===== src/hw/cpurf_pkg.sv =====
package cpurf_pkg;

    // Register byte offsets on the AXI4-Lite slave.
    localparam logic [7:0] OFS_DATA_REG_0         = 8'h00;
    localparam logic [7:0] OFS_DATA_REG_1         = 8'h04;
    localparam logic [7:0] OFS_DATA_REG_2         = 8'h08;
    localparam logic [7:0] OFS_DATA_REG_3         = 8'h0C;
    localparam logic [7:0] OFS_ADDR_REG_0         = 8'h10;
    localparam logic [7:0] OFS_ADDR_REG_1         = 8'h14;
    localparam logic [7:0] OFS_FRAME_BASE_PTR     = 8'h18;
    localparam logic [7:0] OFS_INSTRUCTION_PTR    = 8'h1C;
    localparam logic [7:0] OFS_VECTOR_TABLE_BASE  = 8'h20;
    localparam logic [7:0] OFS_USER_STACK_PTR     = 8'h24;
    localparam logic [7:0] OFS_IRQ_STACK_PTR      = 8'h28;
    localparam logic [7:0] OFS_STATIC_BASE_PTR    = 8'h2C;
    localparam logic [7:0] OFS_FLAG_WORD          = 8'h30;
    localparam logic [7:0] OFS_WIDE_DATA_PAIR_LOW = 8'h34;
    localparam logic [7:0] OFS_WIDE_DATA_PAIR_HI  = 8'h38;
    localparam logic [7:0] OFS_WIDE_ADDR_PAIR     = 8'h3C;

    // Flag word field positions.
    localparam int FLG_CARRY    = 0;
    localparam int FLG_DEBUG    = 1;
    localparam int FLG_ZERO     = 2;
    localparam int FLG_SIGN     = 3;
    localparam int FLG_BANK     = 4;
    localparam int FLG_OVERFLOW = 5;
    localparam int FLG_INT_EN   = 6;
    localparam int FLG_STACK    = 7;
    localparam int FLG_IPL_LO   = 12;
    localparam int FLG_IPL_HI   = 14;

    // Defined flag bits; reserved bits 8 to 11 and 15 read as zero.
    localparam logic [15:0] FLG_DEFINED_MASK = 16'h70FF;
    localparam logic [15:0] FLG_RESET        = 16'h0000;

    // Software interrupt numbers below this bound select the interrupt stack.
    localparam logic [5:0]  SWI_STACK_LIMIT  = 6'h20;

    // Memory map of the 1-megabyte linear space.
    localparam logic [19:0] PERIPH_LAST      = 20'h003FF;
    localparam logic [19:0] RAM_FIRST        = 20'h00400;
    localparam logic [19:0] RAM_LAST         = 20'h7FFFF;
    localparam logic [19:0] ROM_FIRST        = 20'h80000;
    localparam logic [19:0] VECTOR_FIRST     = 20'hFFFDC;

    // Reset values of the other registers.
    localparam logic [15:0] REG16_RESET      = 16'h0000;
    localparam logic [19:0] REG20_RESET      = 20'h00000;

    // AXI response codes.
    localparam logic [1:0]  RESP_OKAY        = 2'h0;
    localparam logic [1:0]  RESP_SLVERR      = 2'h2;

endpackage


===== src/hw/cpurf_top.sv =====
// Our own choices: register access over AXI4-Lite and the address map.
`timescale 1ns/1ps
// Function
// - Four 16-bit general data registers.
// - First two data registers split into bytes.
// - Pairs 2 over 0, 3 over 1 form 32 bits.
// - Two 16-bit address registers, combinable 32-bit.
// - Two banks selected by flag bit 4.
// - 20-bit instruction pointer.
// - 20-bit software-settable vector table base.
// - User and interrupt stack, flag bit 7 selects.
// - Interrupts 0 to 31 clear stack select.
// - 16-bit frame base and static base registers.
// - Carry in flag bit 0.
// - Debug bit raises single-step, cleared on acknowledge.
// - Zero flag bit 2 follows result.
// - Sign flag bit 3 follows result.
// - Overflow flag bit 5 follows result.
// - Bit 6 gates maskable interrupts, ack clears.
// - Priority level bits 12-14 gates requests.
// - Bits 8-11 and 15 reserved.
// - Decode peripheral, RAM and ROM regions.
// - Fixed vector area from top at FFFDC.
module cpurf_top
    import cpurf_pkg::*;
(
    input  wire logic        aclk,
    input  wire logic        aresetn,
    input  wire logic [7:0]  s_axi_awaddr,
    input  wire logic        s_axi_awvalid,
    output logic             s_axi_awready,
    input  wire logic [31:0] s_axi_wdata,
    input  wire logic [3:0]  s_axi_wstrb,
    input  wire logic        s_axi_wvalid,
    output logic             s_axi_wready,
    output logic [1:0]       s_axi_bresp,
    output logic             s_axi_bvalid,
    input  wire logic        s_axi_bready,
    input  wire logic [7:0]  s_axi_araddr,
    input  wire logic        s_axi_arvalid,
    output logic             s_axi_arready,
    output logic [31:0]      s_axi_rdata,
    output logic [1:0]       s_axi_rresp,
    output logic             s_axi_rvalid,
    input  wire logic        s_axi_rready,
    input  wire logic        alu_update,
    input  wire logic        alu_carry,
    input  wire logic        alu_zero,
    input  wire logic        alu_sign,
    input  wire logic        alu_overflow,
    input  wire logic        instr_done,
    input  wire logic        pc_load,
    input  wire logic [19:0] pc_value,
    input  wire logic        irq_req,
    input  wire logic [2:0]  irq_prio,
    input  wire logic        hw_irq_ack,
    input  wire logic        step_irq_ack,
    input  wire logic        sw_int_exec,
    input  wire logic [5:0]  sw_int_num,
    input  wire logic [19:0] decode_addr,
    output logic [19:0]      instruction_pointer,
    output logic [19:0]      vector_table_base,
    output logic [15:0]      active_stack_ptr,
    output logic [15:0]      processor_flag_word,
    output logic             irq_accept,
    output logic             single_step_irq,
    output logic             sel_periph,
    output logic             sel_ram,
    output logic             sel_rom,
    output logic             sel_vector
);

    // ****************************************************************
    // Register storage.
    // ****************************************************************
    logic [15:0] data_ff     [2][4];
    logic [15:0] nxt_data    [2][4];
    logic [15:0] addr_ff     [2][2];
    logic [15:0] nxt_addr    [2][2];
    logic [15:0] fb_ff       [2];
    logic [15:0] nxt_fb      [2];
    logic [19:0] pc_ff;
    logic [19:0] nxt_pc;
    logic [19:0] vector_table_base_ff;
    logic [19:0] nxt_vector_table_base;
    logic [15:0] usp_ff;
    logic [15:0] nxt_usp;
    logic [15:0] isp_ff;
    logic [15:0] nxt_isp;
    logic [15:0] sb_ff;
    logic [15:0] nxt_sb;
    logic [15:0] flg_ff;
    logic [15:0] nxt_flg;
    logic [15:0] sp_ff;
    logic [15:0] nxt_sp;
    logic        accept_ff;
    logic        nxt_accept;
    logic        step_ff;
    logic        nxt_step;
    logic [3:0]  region_ff;
    logic [3:0]  nxt_region;

    // ****************************************************************
    // Bus slave state.
    // ****************************************************************
    logic        awready_ff;
    logic        nxt_awready;
    logic        wready_ff;
    logic        nxt_wready;
    logic        bvalid_ff;
    logic        nxt_bvalid;
    logic [1:0]  bresp_ff;
    logic [1:0]  nxt_bresp;
    logic        arready_ff;
    logic        nxt_arready;
    logic        rvalid_ff;
    logic        nxt_rvalid;
    logic [1:0]  rresp_ff;
    logic [1:0]  nxt_rresp;
    logic [31:0] rdata_ff;
    logic [31:0] nxt_rdata;

    logic        bank;
    logic        wr_fire;
    logic        rd_fire;
    logic [31:0] wmask;
    logic        wr_hit;
    logic        rd_hit;
    logic [31:0] rd_val;
    assign bank    = flg_ff[FLG_BANK];
    assign wr_fire = awready_ff & wready_ff;
    assign rd_fire = arready_ff;
    // Byte lanes turn into a bit mask so each byte half is written alone.
    always_comb begin
        for (int i = 0; i < 4; i++) begin
            wmask[i*8 +: 8] = {8{s_axi_wstrb[i]}};
        end
    end

    function automatic logic [15:0] merge16(input logic [15:0] old,
                                            input logic [15:0] val,
                                            input logic [15:0] msk);
        merge16 = (old & ~msk) | (val & msk);
    endfunction
    function automatic logic [19:0] merge20(input logic [19:0] old,
                                            input logic [19:0] val,
                                            input logic [19:0] msk);
        merge20 = (old & ~msk) | (val & msk);
    endfunction

    // ****************************************************************
    // Address hit decode.
    // ****************************************************************
    function automatic logic offset_known(input logic [7:0] a);
        unique case (a)
            OFS_DATA_REG_0, OFS_DATA_REG_1, OFS_DATA_REG_2, OFS_DATA_REG_3,
            OFS_ADDR_REG_0, OFS_ADDR_REG_1, OFS_FRAME_BASE_PTR,
            OFS_INSTRUCTION_PTR, OFS_VECTOR_TABLE_BASE, OFS_USER_STACK_PTR,
            OFS_IRQ_STACK_PTR, OFS_STATIC_BASE_PTR, OFS_FLAG_WORD,
            OFS_WIDE_DATA_PAIR_LOW, OFS_WIDE_DATA_PAIR_HI,
            OFS_WIDE_ADDR_PAIR: offset_known = 1'b1;
            default:            offset_known = 1'b0;
        endcase
    endfunction
    assign wr_hit = offset_known(s_axi_awaddr);
    assign rd_hit = offset_known(s_axi_araddr);

    // ****************************************************************
    // Read multiplexer over the selected bank.
    // ****************************************************************
    always_comb begin
        rd_val = 32'h0000_0000;
        unique case (s_axi_araddr)
            OFS_DATA_REG_0:         rd_val[15:0] = data_ff[bank][0];
            OFS_DATA_REG_1:         rd_val[15:0] = data_ff[bank][1];
            OFS_DATA_REG_2:         rd_val[15:0] = data_ff[bank][2];
            OFS_DATA_REG_3:         rd_val[15:0] = data_ff[bank][3];
            OFS_ADDR_REG_0:         rd_val[15:0] = addr_ff[bank][0];
            OFS_ADDR_REG_1:         rd_val[15:0] = addr_ff[bank][1];
            OFS_FRAME_BASE_PTR:     rd_val[15:0] = fb_ff[bank];
            OFS_INSTRUCTION_PTR:    rd_val[19:0] = pc_ff;
            OFS_VECTOR_TABLE_BASE:  rd_val[19:0] = vector_table_base_ff;
            OFS_USER_STACK_PTR:     rd_val[15:0] = usp_ff;
            OFS_IRQ_STACK_PTR:      rd_val[15:0] = isp_ff;
            OFS_STATIC_BASE_PTR:    rd_val[15:0] = sb_ff;
            OFS_FLAG_WORD:          rd_val[15:0] = flg_ff & FLG_DEFINED_MASK;
            OFS_WIDE_DATA_PAIR_LOW: rd_val = {data_ff[bank][2], data_ff[bank][0]};
            OFS_WIDE_DATA_PAIR_HI:  rd_val = {data_ff[bank][3], data_ff[bank][1]};
            OFS_WIDE_ADDR_PAIR:     rd_val = {addr_ff[bank][1], addr_ff[bank][0]};
            default:                rd_val = 32'h0000_0000;
        endcase
    end

    // ****************************************************************
    // Register file and flag word next state.
    // ****************************************************************
    always_comb begin
        nxt_data = data_ff;
        nxt_addr = addr_ff;
        nxt_fb   = fb_ff;
        nxt_pc   = pc_ff;
        nxt_vector_table_base = vector_table_base_ff;
        nxt_usp  = usp_ff;
        nxt_isp  = isp_ff;
        nxt_sb   = sb_ff;
        nxt_flg  = flg_ff;
        if (wr_fire) begin
            unique case (s_axi_awaddr)
                OFS_DATA_REG_0: nxt_data[bank][0] =
                    merge16(data_ff[bank][0], s_axi_wdata[15:0], wmask[15:0]);
                OFS_DATA_REG_1: nxt_data[bank][1] =
                    merge16(data_ff[bank][1], s_axi_wdata[15:0], wmask[15:0]);
                OFS_DATA_REG_2: nxt_data[bank][2] =
                    merge16(data_ff[bank][2], s_axi_wdata[15:0], wmask[15:0]);
                OFS_DATA_REG_3: nxt_data[bank][3] =
                    merge16(data_ff[bank][3], s_axi_wdata[15:0], wmask[15:0]);
                OFS_ADDR_REG_0: nxt_addr[bank][0] =
                    merge16(addr_ff[bank][0], s_axi_wdata[15:0], wmask[15:0]);
                OFS_ADDR_REG_1: nxt_addr[bank][1] =
                    merge16(addr_ff[bank][1], s_axi_wdata[15:0], wmask[15:0]);
                OFS_FRAME_BASE_PTR: nxt_fb[bank] =
                    merge16(fb_ff[bank], s_axi_wdata[15:0], wmask[15:0]);
                OFS_INSTRUCTION_PTR: nxt_pc =
                    merge20(pc_ff, s_axi_wdata[19:0], wmask[19:0]);
                OFS_VECTOR_TABLE_BASE: nxt_vector_table_base =
                    merge20(vector_table_base_ff, s_axi_wdata[19:0], wmask[19:0]);
                OFS_USER_STACK_PTR: nxt_usp =
                    merge16(usp_ff, s_axi_wdata[15:0], wmask[15:0]);
                OFS_IRQ_STACK_PTR: nxt_isp =
                    merge16(isp_ff, s_axi_wdata[15:0], wmask[15:0]);
                OFS_STATIC_BASE_PTR: nxt_sb =
                    merge16(sb_ff, s_axi_wdata[15:0], wmask[15:0]);
                OFS_FLAG_WORD: nxt_flg =
                    merge16(flg_ff, s_axi_wdata[15:0], wmask[15:0]) & FLG_DEFINED_MASK;
                OFS_WIDE_DATA_PAIR_LOW: begin
                    nxt_data[bank][0] =
                        merge16(data_ff[bank][0], s_axi_wdata[15:0], wmask[15:0]);
                    nxt_data[bank][2] =
                        merge16(data_ff[bank][2], s_axi_wdata[31:16], wmask[31:16]);
                end
                OFS_WIDE_DATA_PAIR_HI: begin
                    nxt_data[bank][1] =
                        merge16(data_ff[bank][1], s_axi_wdata[15:0], wmask[15:0]);
                    nxt_data[bank][3] =
                        merge16(data_ff[bank][3], s_axi_wdata[31:16], wmask[31:16]);
                end
                OFS_WIDE_ADDR_PAIR: begin
                    nxt_addr[bank][0] =
                        merge16(addr_ff[bank][0], s_axi_wdata[15:0], wmask[15:0]);
                    nxt_addr[bank][1] =
                        merge16(addr_ff[bank][1], s_axi_wdata[31:16], wmask[31:16]);
                end
                default: nxt_sb = sb_ff;
            endcase
        end
        if (pc_load) begin
            nxt_pc = pc_value;
        end
        if (alu_update) begin
            nxt_flg[FLG_CARRY]    = alu_carry;
            nxt_flg[FLG_ZERO]     = alu_zero;
            nxt_flg[FLG_SIGN]     = alu_sign;
            nxt_flg[FLG_OVERFLOW] = alu_overflow;
        end
        if (step_irq_ack) begin
            nxt_flg[FLG_DEBUG] = 1'b0;
        end
        if (hw_irq_ack | step_irq_ack) begin
            nxt_flg[FLG_INT_EN] = 1'b0;
            nxt_flg[FLG_STACK]  = 1'b0;
        end
        if (sw_int_exec && (sw_int_num < SWI_STACK_LIMIT)) begin
            nxt_flg[FLG_STACK] = 1'b0;
        end
        nxt_sp = nxt_flg[FLG_STACK] ? nxt_usp : nxt_isp;
    end

    // ****************************************************************
    // Interrupt gating and memory map decode.
    // ****************************************************************
    always_comb begin
        nxt_accept = irq_req & flg_ff[FLG_INT_EN]
                   & (irq_prio > flg_ff[FLG_IPL_HI:FLG_IPL_LO]);
        nxt_step   = instr_done & flg_ff[FLG_DEBUG];
        nxt_region[0] = (decode_addr <= PERIPH_LAST);
        nxt_region[1] = (decode_addr >= RAM_FIRST) && (decode_addr <= RAM_LAST);
        nxt_region[2] = (decode_addr >= ROM_FIRST);
        nxt_region[3] = (decode_addr >= VECTOR_FIRST);
    end

    // ****************************************************************
    // Bus handshake next state.
    // ****************************************************************
    always_comb begin
        nxt_awready = 1'b0;
        nxt_wready  = 1'b0;
        nxt_bvalid  = bvalid_ff & ~s_axi_bready;
        nxt_bresp   = bresp_ff;
        nxt_arready = 1'b0;
        nxt_rvalid  = rvalid_ff & ~s_axi_rready;
        nxt_rresp   = rresp_ff;
        nxt_rdata   = rdata_ff;
        if (s_axi_awvalid && s_axi_wvalid && !wr_fire && !bvalid_ff) begin
            nxt_awready = 1'b1;
            nxt_wready  = 1'b1;
        end
        if (wr_fire) begin
            nxt_bvalid = 1'b1;
            nxt_bresp  = wr_hit ? RESP_OKAY : RESP_SLVERR;
        end
        if (s_axi_arvalid && !rd_fire && !rvalid_ff) begin
            nxt_arready = 1'b1;
        end
        if (rd_fire) begin
            nxt_rvalid = 1'b1;
            nxt_rresp  = rd_hit ? RESP_OKAY : RESP_SLVERR;
            nxt_rdata  = rd_val;
        end
    end

    // ****************************************************************
    // State registers.
    // ****************************************************************
    always_ff @(posedge aclk) begin
        if (!aresetn) begin
            for (int b = 0; b < 2; b++) begin
                for (int r = 0; r < 4; r++) begin
                    data_ff[b][r] <= REG16_RESET;
                end
                addr_ff[b][0] <= REG16_RESET;
                addr_ff[b][1] <= REG16_RESET;
                fb_ff[b]      <= REG16_RESET;
            end
            pc_ff      <= REG20_RESET;
            vector_table_base_ff    <= REG20_RESET;
            usp_ff     <= REG16_RESET;
            isp_ff     <= REG16_RESET;
            sb_ff      <= REG16_RESET;
            flg_ff     <= FLG_RESET;
            sp_ff      <= REG16_RESET;
            accept_ff  <= 1'b0;
            step_ff    <= 1'b0;
            region_ff  <= 4'h0;
            awready_ff <= 1'b0;
            wready_ff  <= 1'b0;
            bvalid_ff  <= 1'b0;
            bresp_ff   <= RESP_OKAY;
            arready_ff <= 1'b0;
            rvalid_ff  <= 1'b0;
            rresp_ff   <= RESP_OKAY;
            rdata_ff   <= 32'h0000_0000;
        end else begin
            data_ff    <= nxt_data;
            addr_ff    <= nxt_addr;
            fb_ff      <= nxt_fb;
            pc_ff      <= nxt_pc;
            vector_table_base_ff    <= nxt_vector_table_base;
            usp_ff     <= nxt_usp;
            isp_ff     <= nxt_isp;
            sb_ff      <= nxt_sb;
            flg_ff     <= nxt_flg;
            sp_ff      <= nxt_sp;
            accept_ff  <= nxt_accept;
            step_ff    <= nxt_step;
            region_ff  <= nxt_region;
            awready_ff <= nxt_awready;
            wready_ff  <= nxt_wready;
            bvalid_ff  <= nxt_bvalid;
            bresp_ff   <= nxt_bresp;
            arready_ff <= nxt_arready;
            rvalid_ff  <= nxt_rvalid;
            rresp_ff   <= nxt_rresp;
            rdata_ff   <= nxt_rdata;
        end
    end

    // ****************************************************************
    // Outputs.
    // ****************************************************************
    assign s_axi_awready       = awready_ff;
    assign s_axi_wready        = wready_ff;
    assign s_axi_bvalid        = bvalid_ff;
    assign s_axi_bresp         = bresp_ff;
    assign s_axi_arready       = arready_ff;
    assign s_axi_rvalid        = rvalid_ff;
    assign s_axi_rresp         = rresp_ff;
    assign s_axi_rdata         = rdata_ff;
    assign instruction_pointer = pc_ff;
    assign vector_table_base   = vector_table_base_ff;
    assign active_stack_ptr    = sp_ff;
    assign processor_flag_word = flg_ff;
    assign irq_accept          = accept_ff;
    assign single_step_irq     = step_ff;
    assign sel_periph          = region_ff[0];
    assign sel_ram             = region_ff[1];
    assign sel_rom             = region_ff[2];
    assign sel_vector          = region_ff[3];

endmodule // cpurf_top


===== config.mk =====
export PLATFORM = sky130hd
export DESIGN_NAME = cpurf_top
export DESIGN_NICKNAME = d
export VERILOG_FILES = /design/src/hw/cpurf_pkg.sv /design/src/hw/cpurf_top.sv
export SDC_FILE = /design/constraint.sdc
export NUM_CORES = 1
export LEC_CHECK = 0
export BUFFER_PORTS_ARGS = -buffer_cell sky130_fd_sc_hd__buf_2
export CORE_MARGIN = 2
export CORE_UTILIZATION = 35
export DETAILED_ROUTE_END_ITERATION = 10
export GPL_TIMING_DRIVEN = 0
export PLACE_DENSITY_LB_ADDON = 0.05
export RECOVER_POWER = 25
export SETUP_SLACK_MARGIN = 0.15
export SLEW_MARGIN = 20
export SYNTH_ARGS = -nofsm -noshare
export SYNTH_HDL_FRONTEND = slang
export SYNTH_SLANG_ARGS = --single-unit

===== constraint.sdc =====
create_clock -name aclk -period 5.1 [get_ports aclk]
set_clock_uncertainty 0.2 [all_clocks]
set_input_delay 0.51 -clock aclk [delete_from_list [all_inputs] [get_ports aclk]]
set_output_delay 0.51 -clock aclk [all_outputs]
set_load 0.02 [all_outputs]

; ---- After elaboration in Yosys (flattened, before gate mapping)
; Memories as Yosys holds them, arrays and structs flattened.
; Index checks and enable logic that the tools add are counted.
[classes]
order_cmp = 9
n_eq_ne = 30
n_mux = 61
n_bitwise = 48
n_reduce_logical = 35
[op_table]
columns = cell, count
row1 = $bwmux 128, 6
row2 = $pmux 128 s6, 1
row3 = $demux 64 s1, 4
row4 = $mux 64, 4
row5 = $and 16x16->16, 15
row6 = $or 16x16->16, 13
row7 = $pmux 16 s13, 1
row8 = $bwmux 64, 3
row9 = $pmux 64 s3, 1
row10 = $mux 16, 11
row11 = $mux 32, 5
row12 = $eq 8x6->1 const B, 16
row13 = $demux 32 s1, 2
row14 = $eq 8x5->1 const B, 8
row15 = $and 20x20->20, 3
row16 = $mux 20, 3
row17 = $mux 48, 1
row18 = $ge 20x20->1 const B, 2
row19 = $or 20x20->20, 2
row20 = $pmux 12 s3, 1
row21 = $bwmux 32, 1
row22 = $eq 8x4->1 const B, 4
row23 = $not 16->16, 2
row24 = $ge 20x11->1 const B, 1
row25 = 28 further kinds, 73
[word_totals]
ff_bits = 385
rom_bits = 128
input_bits = 119
output_inout_bits = 119
elab_cells = 220
mem_count = 2
[memory_table]
columns = memory, depth, word_bits, rd, rd_ports_with_merged_regs, wr, line_no
row1 = (no name shown), 64, 1, 1, 0, 0, cpurf_top.sv:155  ; unique case (a)
row2 = (no name shown), 64, 1, 1, 0, 0, cpurf_top.sv:155

; ---- Logic depth before layout (Yosys ltp)
[logic_depth]
ltp_word = 9
mapped_depth = 11
mapped_depth_nobuf = 6

; ---- Worst setup path after synthesis
; No wires, ideal clock.
[synth_path]
path_kind = input-to-reg
start = input port s_axi_awaddr[2]
end = register data_ff[37] (netlist name)
arrival_ns = 2.389
t_required_ns = 4.772
slack_ns = 2.384
cell_stages = 11
cell_sequence = buf_2 -> or4b_1 -> buf_2 -> or2_1 -> buf_2 -> o21ai_2 -> and2b_1 -> buf_4 -> buf_8 -> mux2i_1 -> nor2_1
[synth_between]
elab_chain_cells = 3
elab_cells_between_ends = 9
[synth_lines]
columns = item, line_no
row1 = from (decl), cpurf_top.sv:29  ; input wire logic [7:0] s_axi_awaddr,
row2 = "$eq 8x6->1, or another cell as far along", cpurf_top.sv:208  ; unique case (s_axi_awaddr)
row3 = $reduce_bool 6->1 (no line), -
row4 = $reduce_and 2->1 (no line), -
row5 = to (signal assigned), cpurf_top.sv:353  ; data_ff <= nxt_data;
row6 = to (decl), cpurf_top.sv:76  ; logic [15:0] data_ff [2][4];
; Parallel ways exist; a longest one is shown, timed or not.
; A chain may end at the register's enable or synchronous reset.

==> results.json <==
{
  "rrSetupSlack_ps": 900,
  "areaGrowthSynthToFinish_pct": 19.42,
  "rsz0062_at_grt": "false",
  "combPwrFrac_pct": 7.5,
  "tns_ps": 0,
  "syn_avg_cell_area_um2": 8.701,
  "antenna_found_initial": 4,
  "drtAntennaViolNets": 0,
  "place_congestion": 0.9729,
  "synthCells": 2126,
  "path_cells": "clkbuf_1 > buf_1 > clkbuf_1 > mux2_2 > a221oi_1 > a31oi_1 > a21o_1",
  "grt_pass1_wl_mm": 126.0,
  "start_util_pct": 35.27,
  "worst-slew-pin-transition_ps": 1297,
  "postPlaceCellArea_mm2": 0.02050,
  "hpwl_mm": 68.82,
  "crit_top_cell": "clkbuf_1",
  "die_w_um": 233.9,
  "powerDensity_mw_per_mm2": 300.7,
  "async_flop_share_pct": 0,
  "postCtsSetupBuffers": 0,
  "drv_slew": 0,
  "numCtsBuffers": 44,
  "synth_enable_flop_cells": 0,
  "status": "finished clean",
  "hold_buffers": 35,
  "nets": 2556,
  "htree_levels": 2,
  "crit_required_ps": 5370,
  "synth_flop_cell": "dfxtp_1",
  "placement.io_buffers": 219,
  "period_minus_slack_ps": 4202,
  "avgRoutedWirePerCell_um": 28.71,
  "clkSinkCount": 383,
  "drc": 0,
  "finalCritPeriodShare_pct": 82.39,
  "rows": 84,
  "core_area_mm2": 0.05245,
  "clk_latency_ps": 590,
  "post_cts_resized": 0,
  "power.leakage_nw": 8.083,
  "io_pins": 238,
  "power_frac_clock_pct": 46.9,
  "max_freq_mhz": 238.0,
  "grt_max_degree": 12,
  "ys_seq_elements": 383,
  "finalSetupViolCount": 0,
  "hold_ws_ps": 22.66,
  "hold_path.class": "in2reg",
  "hold_viol_final": 0,
  "cp_max_fo": 10,
  "grt-ovfl-total": 0,
  "pwr-share-seq_pct": 45.6,
  "drt_iter0_markers": 1926,
  "drive_above_1_share_pct": 15.37,
  "drtPass1Iterations": 5,
  "yosysSeqAreaShare_pct": 41.45,
  "drt_wl_total_mm": 90.40,
  "cts_tree": "built",
  "p_int_mw": 4.965,
  "critPathMaxStageDelay_ps": 870,
  "crit_path_end_kind": "flop",
  "crit_type": "reg2reg",
  "yosys_warnings": 0,
  "grt_usage_pct": 32.19,
  "clockBufferDepth": 3,
  "dieArea_mm2": 0.05470,
  "vias": 18600,
  "grt_pass1_vias": 17490,
  "cpMaxStageDelayCell": "clkbuf_1",
  "clk_transition_reported_paths_ps": 60,
  "relSlewSlack_pct": 12.30,
  "root_buffer": "clkbuf_16",
  "critPathLaunchType": "flop",
  "finalInstanceArea_mm2": 0.02209,
  "p_sw_mw": 1.676,
  "total_power_mw": 6.642,
  "arrival_ps": 4480,
  "max_cap_viol_count": 0,
  "die_height_um": 233.9,
  "ys_types": 71,
  "sw_frac_of_total_pct": 25.24,
  "syn_area_mm2": 0.01850,
  "vdd_ir_drop_max_mv": 0.2067,
  "viasPerCell": 5.906
}
==> power groups by stage <==
stage | Clock [mW] | Sequential, mW | Combinational [mW]
after floorplan | 0 | 3.10 | 0.219
after global placement | 0 | 3.10 | 0.465
after detailed placement | 0 | 3.10 | 0.468
after CTS | 3.14 | 3.03 | 0.489
after global routing | 3.26 | 3.03 | 0.522
final | 3.11 | 3.03 | 0.496
==> cell usage in the layout (no fill, tap or decap), types with 6 or more instances in the layout <==
master         count
buf_6              6
conb_1             7
nand3_1           45
o211ai_1          19
o22ai_1           69
a22oi_1           73
nor4_1             9
mux2_2           113
clkbuf_1         248
o21a_1            32
buf_2            133
buf_1             12
buf_4             14
nor3_1            38
nand2_1          143
a31oi_1            6
nor2b_1            6
dlygate4sd3_1     35
a21oi_1          105
mux2i_1          158
nand2b_1          34
clkbuf_16         45
a32o_1             8
nor2_1           295
a221oi_1           7
and3_1            21
inv_1             11
a211oi_1           6
nand4_1            7
clkbuf_8          11
a22o_1            76
o21ai_0          163
or2_2             29
dfxtp_1          383
==> Yosys cell counts (all sizes together) (45+ instances only) <==
| cell type | count | area (µm²) |
|---|---|---|
| buf | 58 | 352.8 |
| clkbuf | 124 | 465.5 |
| a22oi | 73 | 548.0 |
| a22o | 77 | 683.2 |
| mux2i | 158 | 1582 |
| o21ai | 166 | 834.6 |
| mux2 | 113 | 1272 |
| nor2 | 299 | 1132 |
| o22ai | 70 | 444.2 |
| dfxtp | 383 | 7667 |
| nand2 | 144 | 543.0 |
| a21oi | 106 | 534.3 |
| nand3 | 45 | 225.2 |
==> critical path: cells and delay by family (launching register included) <==
kind | cells | cell delay (ps)
DFF | 1 | 380
buffers and inverters | 3 | 1860
AOI/OAI and AO/OA | 3 | 1130
muxes | 1 | 500
==> routing by layer <==
layer  GRT usage (%)  up-vias  wire [µm]
met2           49.77      895      40040
met3           5.289      176       7045
met1           43.73     9235      38870
li1                -     8289          -
met4           15.13        4       4434
met5               0        -         21
==> cells by family after synthesis <==
kind of cell,synth area share (%)
and+or+nand+nor,17.43
AOI/OAI and AO/OA,20.82
DFF,41.45
muxes,15.43
buffers and inverters,4.647
adders and majority gates,0.2029
other,0.02027
==> area by class of cell <==
cell class	count	area (µm²)
antenna	2	5.005
buffer	182	822.0
clock buffer	68	1323
clock inverter	3	42.54
fill	5347	30360
inverter	11	41.29
multi-input combinational	1556	10010
sequential	383	7667
tap	688	860.8
timing repair buffer	256	1318
==> stage by stage <==
step	util (%)	setup WS (ps)	instances
final	42.12	898.2	3149
after global routing	42.11	962.3	3147
after floorplan	-	2384	2132
after CTS	42.37	1022	3147
after detailed placement	39.10	1036	3041
after global placement	39.04	681.6	3039
==> path summary, 6_finish.rpt <==
path	start	to	depth (start not counted)
max	flop	s_axi_rdata[1]	7
min	pc_value[14]	flop	3
max reg2reg	flop	s_axi_rdata[1]	7
min reg2reg	s_axi_bvalid	s_axi_wready	1
(Power assumes the default switching activity.)
